## config.mk

```make
export PLATFORM = sky130hd
export DESIGN_NAME = return_and_rotate_execution
export DESIGN_NICKNAME = d
export VERILOG_FILES = /design/src/ret_rot_pkg.sv /design/src/rotate_unit.sv /design/src/return_and_rotate_execution.sv
export SDC_FILE = /design/constraint.sdc
export NUM_CORES = 1
export LEC_CHECK = 0
export CAP_MARGIN = 20
export CELL_PAD_IN_SITES_DETAIL_PLACEMENT = 1
export CELL_PAD_IN_SITES_GLOBAL_PLACEMENT = 2
export CORE_MARGIN = 2
export CORE_UTILIZATION = 34
export CTS_BUF_LIST = sky130_fd_sc_hd__clkbuf_4
export DETAILED_ROUTE_END_ITERATION = 16
export DONT_BUFFER_PORTS = 1
export GPL_TIMING_DRIVEN = 0
export PLACE_DENSITY_LB_ADDON = 0.1
export SLEW_MARGIN = 20
export SYNTH_ARGS = -nofsm -noshare
export SYNTH_HDL_FRONTEND = slang
export SYNTH_SLANG_ARGS = --single-unit
```

## constraint.sdc

```tcl
create_clock -name i_mclk -period 2.25 [get_ports i_mclk]
set_clock_uncertainty 0.2 [all_clocks]
set_input_delay 0.675 -clock i_mclk [delete_from_list [all_inputs] [get_ports i_mclk]]
set_output_delay 0.675 -clock i_mclk [all_outputs]
set_load 0.1 [all_outputs]
```

## src/ret_rot_pkg.sv

```systemverilog
// Package for the return and rotate execution block.
// Assumes an 8-bit data path and a program counter of configurable width.
package ret_rot_pkg;

  // ----------------------------------------------------------------------
  // Operation codes presented by decode
  // ----------------------------------------------------------------------
  localparam logic [3:0] OP_NONE = 4'h0;
  localparam logic [3:0] OP_SUBROUTINE_EXIT = 4'h1;
  localparam logic [3:0] OP_SUBROUTINE_EXIT_LOAD_IMMEDIATE = 4'h2;
  localparam logic [3:0] OP_INTERRUPT_EXIT = 4'h3;
  localparam logic [3:0] OP_ROTATE_LEFT = 4'h4;
  localparam logic [3:0] OP_ROTATE_LEFT_TO_WORKING = 4'h5;
  localparam logic [3:0] OP_ROTATE_LEFT_VIA_CARRY = 4'h6;
  localparam logic [3:0] OP_ROTATE_LEFT_VIA_CARRY_TO_WORKING = 4'h7;
  localparam logic [3:0] OP_ROTATE_RIGHT = 4'h8;
  localparam logic [3:0] OP_ROTATE_RIGHT_TO_WORKING = 4'h9;
  localparam logic [3:0] OP_ROTATE_RIGHT_VIA_CARRY = 4'ha;
  localparam logic [3:0] OP_ROTATE_RIGHT_VIA_CARRY_TO_WORKING = 4'hb;

  // ----------------------------------------------------------------------
  // Field positions and reset values
  // ----------------------------------------------------------------------
  localparam int BYTE_MSB = 7;
  localparam int BYTE_LSB = 0;
  localparam logic [7:0] WORKING_RESET = 8'h00;
  localparam logic CARRY_RESET = 1'b0;
  localparam logic GIE_RESET = 1'b0;

  // ----------------------------------------------------------------------
  // Execution states
  // ----------------------------------------------------------------------
  typedef enum logic [2:0] {
    ST_IDLE = 3'b001,
    ST_EXEC = 3'b010,
    ST_DONE = 3'b100
  } exec_state_e;

endpackage : ret_rot_pkg

```

## src/rotate_unit.sv

```systemverilog
// One-bit rotate unit for an 8-bit byte, with optional carry in the loop.
// Purely combinational; the caller registers the result.
`timescale 1ns/10ps
module rotate_unit (
  input wire logic [7:0] i_data,
  input wire logic i_carry,
  input wire logic i_right,
  input wire logic i_via_carry,
  output logic [7:0] o_result,
  output logic o_carry
);

  // ----------------------------------------------------------------------
  // Rotation
  // ----------------------------------------------------------------------
  always_comb begin
    if (i_right) begin
      // Bit 0 leaves; bit 7 is refilled by old carry or by bit 0.
      o_result = {(i_via_carry ? i_carry : i_data[ret_rot_pkg::BYTE_LSB]),
                  i_data[7:1]};
      o_carry = i_via_carry ? i_data[ret_rot_pkg::BYTE_LSB] : i_carry;
    end else begin
      // Bit 7 leaves; bit 0 is refilled by old carry or by bit 7.
      o_result = {i_data[6:0],
                  (i_via_carry ? i_carry : i_data[ret_rot_pkg::BYTE_MSB])};
      o_carry = i_via_carry ? i_data[ret_rot_pkg::BYTE_MSB] : i_carry;
    end
  end

endmodule : rotate_unit

```

## src/return_and_rotate_execution.sv

```systemverilog
// Return and rotate execution stage of an 8-bit processor core.
// Assumes decode presents one operation with its operands for one cycle,
// the stack supplies its top entry on a pop, and memory reads are at hand.
//
// Function
// - Subroutine exit pops PC, flags untouched.
// - Exit with immediate also loads working register.
// - Interrupt exit pops PC, sets global enable.
// - Pending interrupt served before main program resumes.
// - Rotate left, bit 7 into bit 0, memory.
// - Same left rotate, result to working register.
// - Left via carry, result back to memory.
// - Left via carry into working, carry updated.
// - Rotate right, bit 0 into bit 7, memory.
// - Same right rotate, result to working register.
// - Right via carry, result back to memory.
// - Right via carry into working, memory kept.
`timescale 1ns/10ps
module return_and_rotate_execution #(
  parameter int PC_WIDTH = 13,
  parameter int ADDR_WIDTH = 8
) (
  input wire logic i_mclk,
  input wire logic i_srst,
  // Decode side.
  input wire logic i_op_valid,
  input wire logic [3:0] i_op_code,
  input wire logic [7:0] i_immediate,
  input wire logic [ADDR_WIDTH-1:0] i_mem_addr,
  output logic o_op_ready,
  output logic o_op_done,
  // Data memory read data for the addressed byte.
  input wire logic [7:0] i_mem_rdata,
  output logic o_mem_we,
  output logic [ADDR_WIDTH-1:0] o_mem_waddr,
  output logic [7:0] o_mem_wdata,
  // Stack.
  input wire logic [PC_WIDTH-1:0] i_stack_top,
  output logic o_stack_pop,
  // Program counter load.
  output logic o_pc_load,
  output logic [PC_WIDTH-1:0] o_pc_value,
  // Interrupt controller.
  input wire logic i_irq_pending,
  input wire logic i_gie_clear,
  output logic o_irq_take,
  // Status.
  output logic [7:0] o_working_register,
  output logic o_carry,
  output logic o_global_interrupt_enable
);

  // ----------------------------------------------------------------------
  // Operation decode helpers
  // ----------------------------------------------------------------------
  function automatic logic is_rotate(input logic [3:0] op);
    is_rotate = (op >= ret_rot_pkg::OP_ROTATE_LEFT) &&
                (op <= ret_rot_pkg::OP_ROTATE_RIGHT_VIA_CARRY_TO_WORKING);
  endfunction : is_rotate

  function automatic logic is_return(input logic [3:0] op);
    is_return = (op == ret_rot_pkg::OP_SUBROUTINE_EXIT) ||
                (op == ret_rot_pkg::OP_SUBROUTINE_EXIT_LOAD_IMMEDIATE) ||
                (op == ret_rot_pkg::OP_INTERRUPT_EXIT);
  endfunction : is_return

  function automatic logic to_working(input logic [3:0] op);
    to_working = is_rotate(op) && op[0];
  endfunction : to_working

  // ----------------------------------------------------------------------
  // State
  // ----------------------------------------------------------------------
  ret_rot_pkg::exec_state_e state;
  ret_rot_pkg::exec_state_e next_state;
  logic [3:0] op;
  logic [3:0] next_op;
  logic [7:0] imm;
  logic [7:0] next_imm;
  logic [ADDR_WIDTH-1:0] addr;
  logic [ADDR_WIDTH-1:0] next_addr;
  logic [7:0] working;
  logic [7:0] next_working;
  logic carry;
  logic next_carry;
  logic gie;
  logic next_gie;
  logic mem_we;
  logic next_mem_we;
  logic [7:0] mem_wdata;
  logic [7:0] next_mem_wdata;
  logic [ADDR_WIDTH-1:0] mem_waddr;
  logic [ADDR_WIDTH-1:0] next_mem_waddr;
  logic pc_load;
  logic next_pc_load;
  logic [PC_WIDTH-1:0] pc_value;
  logic [PC_WIDTH-1:0] next_pc_value;
  logic irq_take;
  logic next_irq_take;
  logic op_done;
  logic next_op_done;

  logic [7:0] rot_result;
  logic rot_carry;

  // The rotate flavour is read straight from the code bits: bit 3 right,
  // bit 1 through carry, bit 0 working-register destination.
  rotate_unit u_rotate (
    .i_data(i_mem_rdata),
    .i_carry(carry),
    .i_right(op[3]),
    .i_via_carry(op[1]),
    .o_result(rot_result),
    .o_carry(rot_carry)
  );

  // ----------------------------------------------------------------------
  // Next-state logic
  // ----------------------------------------------------------------------
  always_comb begin
    next_state = state;
    next_op = op;
    next_imm = imm;
    next_addr = addr;
    next_working = working;
    next_carry = carry;
    next_gie = gie;
    next_mem_we = 1'b0;
    next_mem_wdata = mem_wdata;
    next_mem_waddr = mem_waddr;
    next_pc_load = 1'b0;
    next_pc_value = pc_value;
    next_irq_take = 1'b0;
    next_op_done = 1'b0;
    if (i_gie_clear) begin
      next_gie = 1'b0;
    end
    case (state)
      ret_rot_pkg::ST_IDLE: begin
        if (i_op_valid && (is_rotate(i_op_code) || is_return(i_op_code))) begin
          next_op = i_op_code;
          next_imm = i_immediate;
          next_addr = i_mem_addr;
          next_state = ret_rot_pkg::ST_EXEC;
        end
      end
      ret_rot_pkg::ST_EXEC: begin
        next_state = ret_rot_pkg::ST_DONE;
        next_op_done = 1'b1;
        if (is_return(op)) begin
          // Stack top becomes the PC; the carry flag is not touched.
          next_pc_load = 1'b1;
          next_pc_value = i_stack_top;
          if (op == ret_rot_pkg::OP_SUBROUTINE_EXIT_LOAD_IMMEDIATE) begin
            next_working = imm;
          end
          if (op == ret_rot_pkg::OP_INTERRUPT_EXIT) begin
            // Set wins over a simultaneous clear from the controller.
            next_gie = 1'b1;
            // A pending request is taken right away, so its handler runs
            // before the first main-program instruction at the restored PC.
            next_irq_take = i_irq_pending;
          end
        end else begin
          next_carry = rot_carry;
          if (to_working(op)) begin
            // Memory is not written for working-register destinations.
            next_working = rot_result;
          end else begin
            next_mem_we = 1'b1;
            next_mem_waddr = addr;
            next_mem_wdata = rot_result;
          end
        end
      end
      ret_rot_pkg::ST_DONE: begin
        next_state = ret_rot_pkg::ST_IDLE;
      end
      default: begin
        next_state = ret_rot_pkg::ST_IDLE;
      end
    endcase
  end

  // ----------------------------------------------------------------------
  // Registers
  // ----------------------------------------------------------------------
  always_ff @(posedge i_mclk) begin
    if (i_srst) begin
      state <= ret_rot_pkg::ST_IDLE;
      op <= ret_rot_pkg::OP_NONE;
      imm <= 8'h00;
      addr <= '0;
      working <= ret_rot_pkg::WORKING_RESET;
      carry <= ret_rot_pkg::CARRY_RESET;
      gie <= ret_rot_pkg::GIE_RESET;
      mem_we <= 1'b0;
      mem_wdata <= 8'h00;
      mem_waddr <= '0;
      pc_load <= 1'b0;
      pc_value <= '0;
      irq_take <= 1'b0;
      op_done <= 1'b0;
    end else begin
      state <= next_state;
      op <= next_op;
      imm <= next_imm;
      addr <= next_addr;
      working <= next_working;
      carry <= next_carry;
      gie <= next_gie;
      mem_we <= next_mem_we;
      mem_wdata <= next_mem_wdata;
      mem_waddr <= next_mem_waddr;
      pc_load <= next_pc_load;
      pc_value <= next_pc_value;
      irq_take <= next_irq_take;
      op_done <= next_op_done;
    end
  end

  // ----------------------------------------------------------------------
  // Outputs
  // ----------------------------------------------------------------------
  assign o_op_ready = (state == ret_rot_pkg::ST_IDLE);
  // Pop is issued in the cycle the stack top is consumed.
  assign o_stack_pop = (state == ret_rot_pkg::ST_EXEC) && is_return(op);
  assign o_op_done = op_done;
  assign o_mem_we = mem_we;
  assign o_mem_waddr = mem_waddr;
  assign o_mem_wdata = mem_wdata;
  assign o_pc_load = pc_load;
  assign o_pc_value = pc_value;
  assign o_irq_take = irq_take;
  assign o_working_register = working;
  assign o_carry = carry;
  assign o_global_interrupt_enable = gie;

endmodule : return_and_rotate_execution

```

# Yosys cells after proc, flatten, opt, wreduce, memory -nomap -nowiden
# Cells that the tools add are included.
[op_classes] n_lt_le_gt_ge=4 eq_ne=10 mux=18 bitwise_logic=4 n_reduce_logical=19
[ops] cell="$mux 8" count=4
[ops] cell="$eq 4x2->1 const B" count=4
[ops] cell="$mux 1" count=12
[ops] cell="$reduce_and 3->1" count=3
[ops] cell="$eq 4x1->1 const B" count=2
[ops] cell="$ge 4x3->1 const B" count=2
[ops] cell="$le 4x4->1 const B" count=2
[ops] cell="$pmux 3 s2" count=1
[ops] cell="$logic_and 1x1->1" count=5
[ops] cell="$logic_or 1x1->1" count=5
[ops] cell="$not 1->1" count=4
[ops] cell="$reduce_and 2->1" count=2
[ops] cell="$reduce_or 4->1" count=1
[ops] cell="$eq 3x1->1 const B" count=1
[ops] cell="$eq 3x2->1 const B" count=1
[ops] cell="$mux 3" count=1
[ops] cell="$reduce_or 3->1" count=1
[ops] cell="$ne 2x1->1 const B" count=1
[ops] cell="$ne 2x2->1 const B" count=1
[ops] cell="$reduce_bool 2->1" count=1
[ops] cell="$reduce_or 2->1" count=1
[word_totals] ff_bits=66 input_bits=46 output_inout_bits=45 word_cells=69

# Depth between registers and ports, before layout
# Gate-level depths: netlist of the first run.
[logic_depth] word_depth=7 ltp_mapped=9 ltp_nobuf=5

# By module
# From an unflattened synthesis of the first run, not the netlist that was laid out.
[unflattened] cells_unflattened=264 area_unflattened_um2=2588.7
[by_module_without_submodules] mod="return_and_rotate_execution" instances=1 cells_each=248 area_each_um2=2453.6 seq_area_each_um2=1321.3
[by_module_without_submodules] mod="rotate_unit" instances=1 cells_each=16 area_each_um2=135.1 seq_area_each_um2=0.0

# Least setup slack after synthesis of the first run
# Ideal clock, no wire load.
[synth_path] path_type="register -> register" start="register state[0]" end="register addr[0]" setup_time_ns=0.072 t_arrival_ns=3.481 t_required_ns=1.978 setup_slack_ns=-1.503 path_stages_with_launch=6 n_path_buf=2 period_less_slack_ns=3.753 path_cell_list="dfxtp_1 > nor3b_1 > o211a_1 > buf_2 > buf_6 > mux2i_1"
[synth_via] elab_chain_len=2
[synth_lines] item="from (decl)" line_no="return_and_rotate_execution.sv:74" rtl="ret_rot_pkg::exec_state_e state;"
[synth_lines] item="from (signal assigned)" line_no="return_and_rotate_execution.sv:190" rtl="state <= ret_rot_pkg::ST_IDLE;"
[synth_lines] item="from (signal assigned)" line_no="return_and_rotate_execution.sv:205" rtl="state <= next_state;"
[synth_lines] item="$eq 3x1->1"
[synth_lines] item="via o_op_ready" line_no="return_and_rotate_execution.sv:30" rtl="output logic o_op_ready,"
[synth_lines] item="$reduce_and 2->1 (no line)"
[synth_lines] item="to (signal assigned)" line_no="return_and_rotate_execution.sv:208" rtl="addr <= next_addr;"
[synth_lines] item="to (decl)" line_no="return_and_rotate_execution.sv:80" rtl="logic [ADDR_WIDTH-1:0] addr;"
# The timed path passes the listed nets, and every way through them passes these cells.
# A chain may end at the register's enable or synchronous reset.

# Worst setup path in the final report of the first run
[layout_path] start="register state[2]" end="output o_op_ready"
[layout_via] elab_chain_len=1
[layout_lines] item="$eq 3x1->1" line_no="return_and_rotate_execution.sv:225" rtl="assign o_op_ready = (state == ret_rot_pkg::ST_IDLE);"
[layout_lines] item="to (decl)" line_no="return_and_rotate_execution.sv:30"
# Every way passes these cells.

==> flow_metrics.env, run 1 <==
export IMPL_status="finished, violations left"
export IMPL_violations="negative setup slack"
export IMPL_critical_path_buf_inv_count=1
export IMPL_synth_seq_area_share_pct=46.4
export IMPL_drtPass1Iterations=4
export IMPL_layout_nets=379
export IMPL_grt_overflow=0
export IMPL_min_path_type="in2reg"
export IMPL_rsz0062_at_grt="true"
export IMPL_htreeDepth=3
export IMPL_maxCapViolations=0
export IMPL_ant_nets=0
export IMPL_netlist_area_um2=2850
export IMPL_p_leak_uw=0.00136
export IMPL_crit_family="simple AND/OR/NAND/NOR gates"
export IMPL_finalCritPeriodShare_pct=119
export IMPL_grt_max_degree=18
export IMPL_clkPwrFrac_pct=32.6
export IMPL_final_cells=441
export IMPL_cts_sink_count=66
export IMPL_relSlewSlack_pct=26.0
export IMPL_syn_avg_cell_area_um2=9.16
export IMPL_mostFrequentLayoutCell="nand2_1"
export IMPL_clock_latency_ns=0.41
export IMPL_power_switching_uw=667
export IMPL_fmax_mhz=374
export IMPL_first_iter_violations=46
export IMPL_antenna_found_initial=0
export IMPL_worst_setup_path_end_kind="primary output"
export IMPL_hold_viol=0
export IMPL_fin_hold_ws_ns=0.138
export IMPL_clkSlewWorstSetupHoldPaths_ns=0.13
export IMPL_drive_gt1_share_pct=30.1
export IMPL_wl_per_cell_um=18.5
export IMPL_post_dp_hpwl_um=5760
export IMPL_cp_max_fo=3
export IMPL_io_pins=91
export IMPL_synth_cells=311
export IMPL_grt_pass1_vias=2426
export IMPL_fp_dieH_um=95.5
export IMPL_hold_buffers=0
export IMPL_yosys_warnings=0
export IMPL_clk_path_buf_depth=2
export IMPL_setup_violations_final=24
export IMPL_gp_congestion=0.771
export IMPL_cts_buffers=9
export IMPL_required_ns=1.37
export IMPL_vias_per_cell=5.20
export IMPL_p_per_area_nw_per_um2=698
export IMPL_rows=33
export IMPL_dieArea_um2=9120
export IMPL_worst_pin_slew_ns=1.11
export IMPL_cts_root_buf="clkbuf_4"
export IMPL_drv_slew=0
export IMPL_finalPower_uw=2360
export IMPL_intPower_uw=1700
export IMPL_dieWidth_um=95.5
export IMPL_cts_tree="yes"
export IMPL_diodes=0
export IMPL_grt_pass1_wl_um=12900
export IMPL_setup_slack_ns=-0.426
export IMPL_core_area_um2=8180
export IMPL_area_growth_syn_to_layout_pct=18.8
export IMPL_io_buffers=0
export IMPL_mostFrequentLayoutCells="69 x nand2_1, 46 x dfxtp_2, 44 x mux2i_1"
export IMPL_drt_total_wl_um=8170
export IMPL_vias=2295
export IMPL_drc_errors=0
export IMPL_critical_path_arrival_ns=1.80
export IMPL_seqPwrFrac_pct=52.2
export IMPL_dp_cells=416
export IMPL_p_comb_share_pct=15.2
export IMPL_critPathLaunchType="flop"
export IMPL_synth_distinct_cells=34
export IMPL_slowest_delay_ns=0.90
export IMPL_max_vdd_ir_drop_mv=0.271
export IMPL_crit_path_top_delay_cell="nor3b_4"
export IMPL_period_minus_slack_ns=2.68
export IMPL_postLayoutCoreUtil_pct=41.4
export IMPL_worst_setup_path_type="reg2out"
export IMPL_synthesis_nets=359
export IMPL_start_util_pct=34.8
export IMPL_grt_use_total_pct=19.1
export IMPL_ys_ff_latch=66
export IMPL_path_cells="buf_6 -> nor3b_4"
export IMPL_p_sw_share_pct=28.2
[worst paths after layout]
check,endpoint,cells after the start,startpoint,slack (ns)
hold / removal,o_working_register[7],1,i_srst,0.14
setup / recovery,o_op_ready,2,state[2],-0.43
setup reg to reg,addr[2],7,state[2],-0.26
hold reg to reg,imm[4],2,imm[4],0.26
[layer usage]
metal | track usage [%] | vias to the layer above | part of all wire (%)
met1 | 23.3 | 1104 | 42
met5 | 0 | - | 0
met3 | 6.32 | 15 | 8.5
met4 | 7.86 | 0 | 2.0
met2 | 30.7 | 67 | 47
li1 | - | 1109 | -
[cell families (layout without fill, tap and decap cells)]
group | after synthesis | in the layout | share of synthesized area [%]
compound gates | 48 | 48 | 10.8
simple gates | 110 | 110 | 17.8
fa+ha+maj | 2 | 2 | 0.879
mux | 51 | 51 | 18.2
buf+inv | 34 | 59 | 5.93
flops | 66 | 66 | 46.4
[worst reg2reg max path, stage by stage (launching register included)]
cell	delay (ns)
dfxtp_4	0.37
buf_6	0.11
nor3b_4	0.90
o211a_1	0.29
buf_6	0.15
buf_12	0.11
buf_12	0.11
mux2i_1	0.17
[flip-flops by register name, summed over array words and instances (netlist names)]
register                   flops
o_op_done                      1
o_mem_waddr                    8
o_carry                        1
o_mem_we                       1
o_pc_load                      1
op                             4
addr                           8
o_pc_value                    13
o_mem_wdata                    8
o_global_interrupt_enable      1
state                          3
imm                            8
o_working_register             8
o_irq_take                     1
[repair_timing]
item	in CTS	in global routing
cloned	2	0
endpoints found under the setup margin	65	37
pin swaps	1	4
buffers inserted	11	1
gates resized for setup	60	5
[power groups by stage]
stage,registers (µW),logic [µW],clock network [µW]
final,1230,360,770
after global routing,1240,398,865
after CTS,1230,386,808
after detailed placement,1260,313,0
after global placement,1260,309,0
after floorplan,1260,243,0
[final cells by class]
cell class                      count  area [µm²]
Sequential cell                    66        1380
Fill cell                         959        4790
Buffer                             23         166
Multi-Input combinational cell    211        1400
Clock buffer                       10        75.1
Timing Repair Buffer               12         135
Clock inverter                      6        57.6
Tap cell                          105         131
Inverter                            8        32.5
[through the flow]
| step | instance area (µm²) | setup slack [ns] | setup TNS, ns |
|---|---|---|---|
| 4_1_cts | 3430 | -0.457 | -5.52 |
| 5_1_grt | 3380 | -0.492 | -6.54 |
| 2_1_floorplan | 2920 | -0.200 | -0.200 |
| 3_3_place_gp | 3050 | -0.333 | -2.10 |
| 6_report | 3380 | -0.426 | -4.56 |
| 3_5_place_dp | 3050 | -0.348 | -2.29 |
[cells in the mapped netlist]
master    count  area, µm²
a221oi_1      4       35.0
o211ai_1      2       15.0
nand3_1      13       65.1
o211a_1       1       10.0
clkbuf_1     13       48.8
nor3_1        3       15.0
a21oi_1      14       70.1
a21o_1        1       7.51
and2_1        1       6.26
or3b_1        1       8.76
and4_1        1       8.76
o21a_1        2       15.0
o21ai_2       1       8.76
nand2b_1      8       50.1
and3_1        1       6.26
inv_2         1       3.75
dfxtp_1      66       1320
o21ai_0      14       70.1
a211o_1       2       17.5
o221ai_1      6       52.6
ha_1          2       25.0
mux2i_1      44        440
nor3b_1       1       7.51
nand2_1      69        259
mux2_2        7       78.8
nand4_1       2       12.5
buf_6         4       45.0
inv_1         7       26.3
nand3b_1      2       15.0
a31oi_1       1       6.26
nand3_2       1       10.0
buf_2         9       45.0
nor3b_4       1       18.8
nor2_1        6       22.5
(Power assumes the default switching activity.)
==> run 2, diff against run 1 <==
- CORE_UTILIZATION: 34 -> 30
==> flow_metrics.env, run 2 (synthesis gave the netlist of run 1 again) <==
export IMPL_grt_use_total_pct=17.2
export IMPL_drt_total_wl_um=8540
export IMPL_setup_violations_final=24
export IMPL_vias=2253
export IMPL_wl_per_cell_um=18.4
export IMPL_grt_pass1_vias=2287
export IMPL_final_cells=464
export IMPL_drv_slew=0
export IMPL_finalCritPeriodShare_pct=120
export IMPL_grt_pass1_wl_um=13000
export IMPL_worst_setup_path_end_kind="primary output"
export IMPL_required_ns=1.37
export IMPL_violations="negative setup slack"
export IMPL_gp_congestion=0.771
export IMPL_dieArea_um2=10300
export IMPL_mostFrequentLayoutCell="nand2_1"
export IMPL_max_vdd_ir_drop_mv=0.229
export IMPL_relSlewSlack_pct=24.1
export IMPL_grt_overflow=0
export IMPL_io_pins=91
export IMPL_core_area_um2=9240
export IMPL_p_leak_uw=0.00140
export IMPL_hold_viol=0
export IMPL_dieWidth_um=101
export IMPL_first_iter_violations=53
export IMPL_largest_register_ffs=13
export IMPL_mostFrequentLayoutCells="69 x nand2_1, 45 x dfxtp_2, 43 x mux2i_1"
export IMPL_cts_tree="yes"
export IMPL_clkSlewWorstSetupHoldPaths_ns=0.12
export IMPL_grt_max_degree=18
export IMPL_diodes=0
export IMPL_cp_max_fo=2
export IMPL_rsz0062_at_grt="true"
export IMPL_clk_path_buf_depth=2
export IMPL_maxCapViolations=0
export IMPL_placed_area_um2=3080
export IMPL_drtPass1Iterations=4
export IMPL_period_minus_slack_ns=2.69
export IMPL_critical_path_arrival_ns=1.82
export IMPL_dp_cells=440
export IMPL_start_util_pct=30.8
export IMPL_cts_sink_count=66
export IMPL_clock_latency_ns=0.41
export IMPL_min_path_type="in2reg"
export IMPL_status="finished, violations left"
export IMPL_cts_root_buf="clkbuf_4"
export IMPL_io_buffers=0
export IMPL_drc_errors=0
export IMPL_stdcell_area_um2=3530
export IMPL_worst_setup_path_type="reg2out"
export IMPL_area_growth_syn_to_layout_pct=23.9
export IMPL_htreeDepth=3
export IMPL_tns_ns=-5.03
export IMPL_ant_nets=0
export IMPL_rows=35
export IMPL_fp_dieH_um=101
export IMPL_worst_pin_slew_ns=1.14
export IMPL_post_dp_hpwl_um=5900
export IMPL_drive_gt1_share_pct=30.7
export IMPL_vias_per_cell=4.86
export IMPL_layout_nets=378
export IMPL_antenna_found_initial=0
export IMPL_critPathLaunchType="flop"
export IMPL_fmax_mhz=372
export IMPL_cts_buffers=9
export IMPL_p_per_area_nw_per_um2=775
export IMPL_setup_slack_ns=-0.441
==> run 2: changes by cell type in the layout (fill, tap and decap cells not counted), moves of 2 or more <==
cell	previous run	this run
bufinv_16	1	4
clkbuf_4	11	9
clkinv_4	0	2
clkinvlp_4	2	0
==> run 2: worst paths after layout <==
| path | start | endpoint | slack, ns | cells past startpoint |
|---|---|---|---|---|
| max | state[2] | o_op_ready | -0.44 | 2 |
| min | i_srst | o_working_register[7] | 0.11 | 1 |
| max reg2reg | state[2] | addr[2] | -0.27 | 7 |
| min reg2reg | imm[5] | imm[5] | 0.27 | 2 |
==> run 2: layout make-up <==
type | count | area (µm²)
Buffer | 24 | 181
Clock buffer | 9 | 67.6
Clock inverter | 7 | 141
Fill cell | 1057 | 5710
Inverter | 8 | 30.0
Multi-Input combinational cell | 211 | 1430
Sequential cell | 66 | 1380
Tap cell | 129 | 161
Timing Repair Buffer | 10 | 136
==> run 2: report_power, final <==
part | total [µW] | internal, µW | switching, µW | leakage (µW)
Sequential | 1230 | 1200 | 35.4 | 0.000557
Combinational | 369 | 159 | 209 | 0.000738
Clock | 1130 | 674 | 457 | 0.000108
Total | 2730 | 2030 | 702 | 0.00140
==> run 2: timing repair <==
item | CTS | global route
setup buffers | 7 | 2
cloned | 2 | 0
hold buffers | 0 | 0
gates resized for setup | 61 | 7
pin swaps | 2 | 2
setup endpoints to repair | 65 | 39
==> run 2: critical path: stages, from the launching register on <==
cell and delay [ns]:
dfxtp_4 0.37, buf_12 0.12, nor3b_4 0.90
==> run 2: metrics by stage <==
stage / utilization [%] / setup slack (ns) / hold slack (ns) / total power, µW
floorplan: - / -0.200 / 0.230 / 1500
global placement: 33.3 / -0.367 / 0.241 / 1580
detailed placement: 33.3 / -0.369 / 0.245 / 1580
CTS: 37.8 / -0.518 / 0.0891 / 2780
global route: 38.2 / -0.533 / 0.0589 / 2870
finish: 38.2 / -0.441 / 0.112 / 2730
==> run 2: metal layers <==
metal  part of all wire (%)  vias up  routed length [µm]  track usage (%)
li1                       -     1114                   -                -
met1                     42     1060                3610             20.2
met2                     48       72                4070             28.4
met3                    9.1        7                 773             8.07
met4                    1.0        0                  85             4.68
met5                      0        -                   0                0
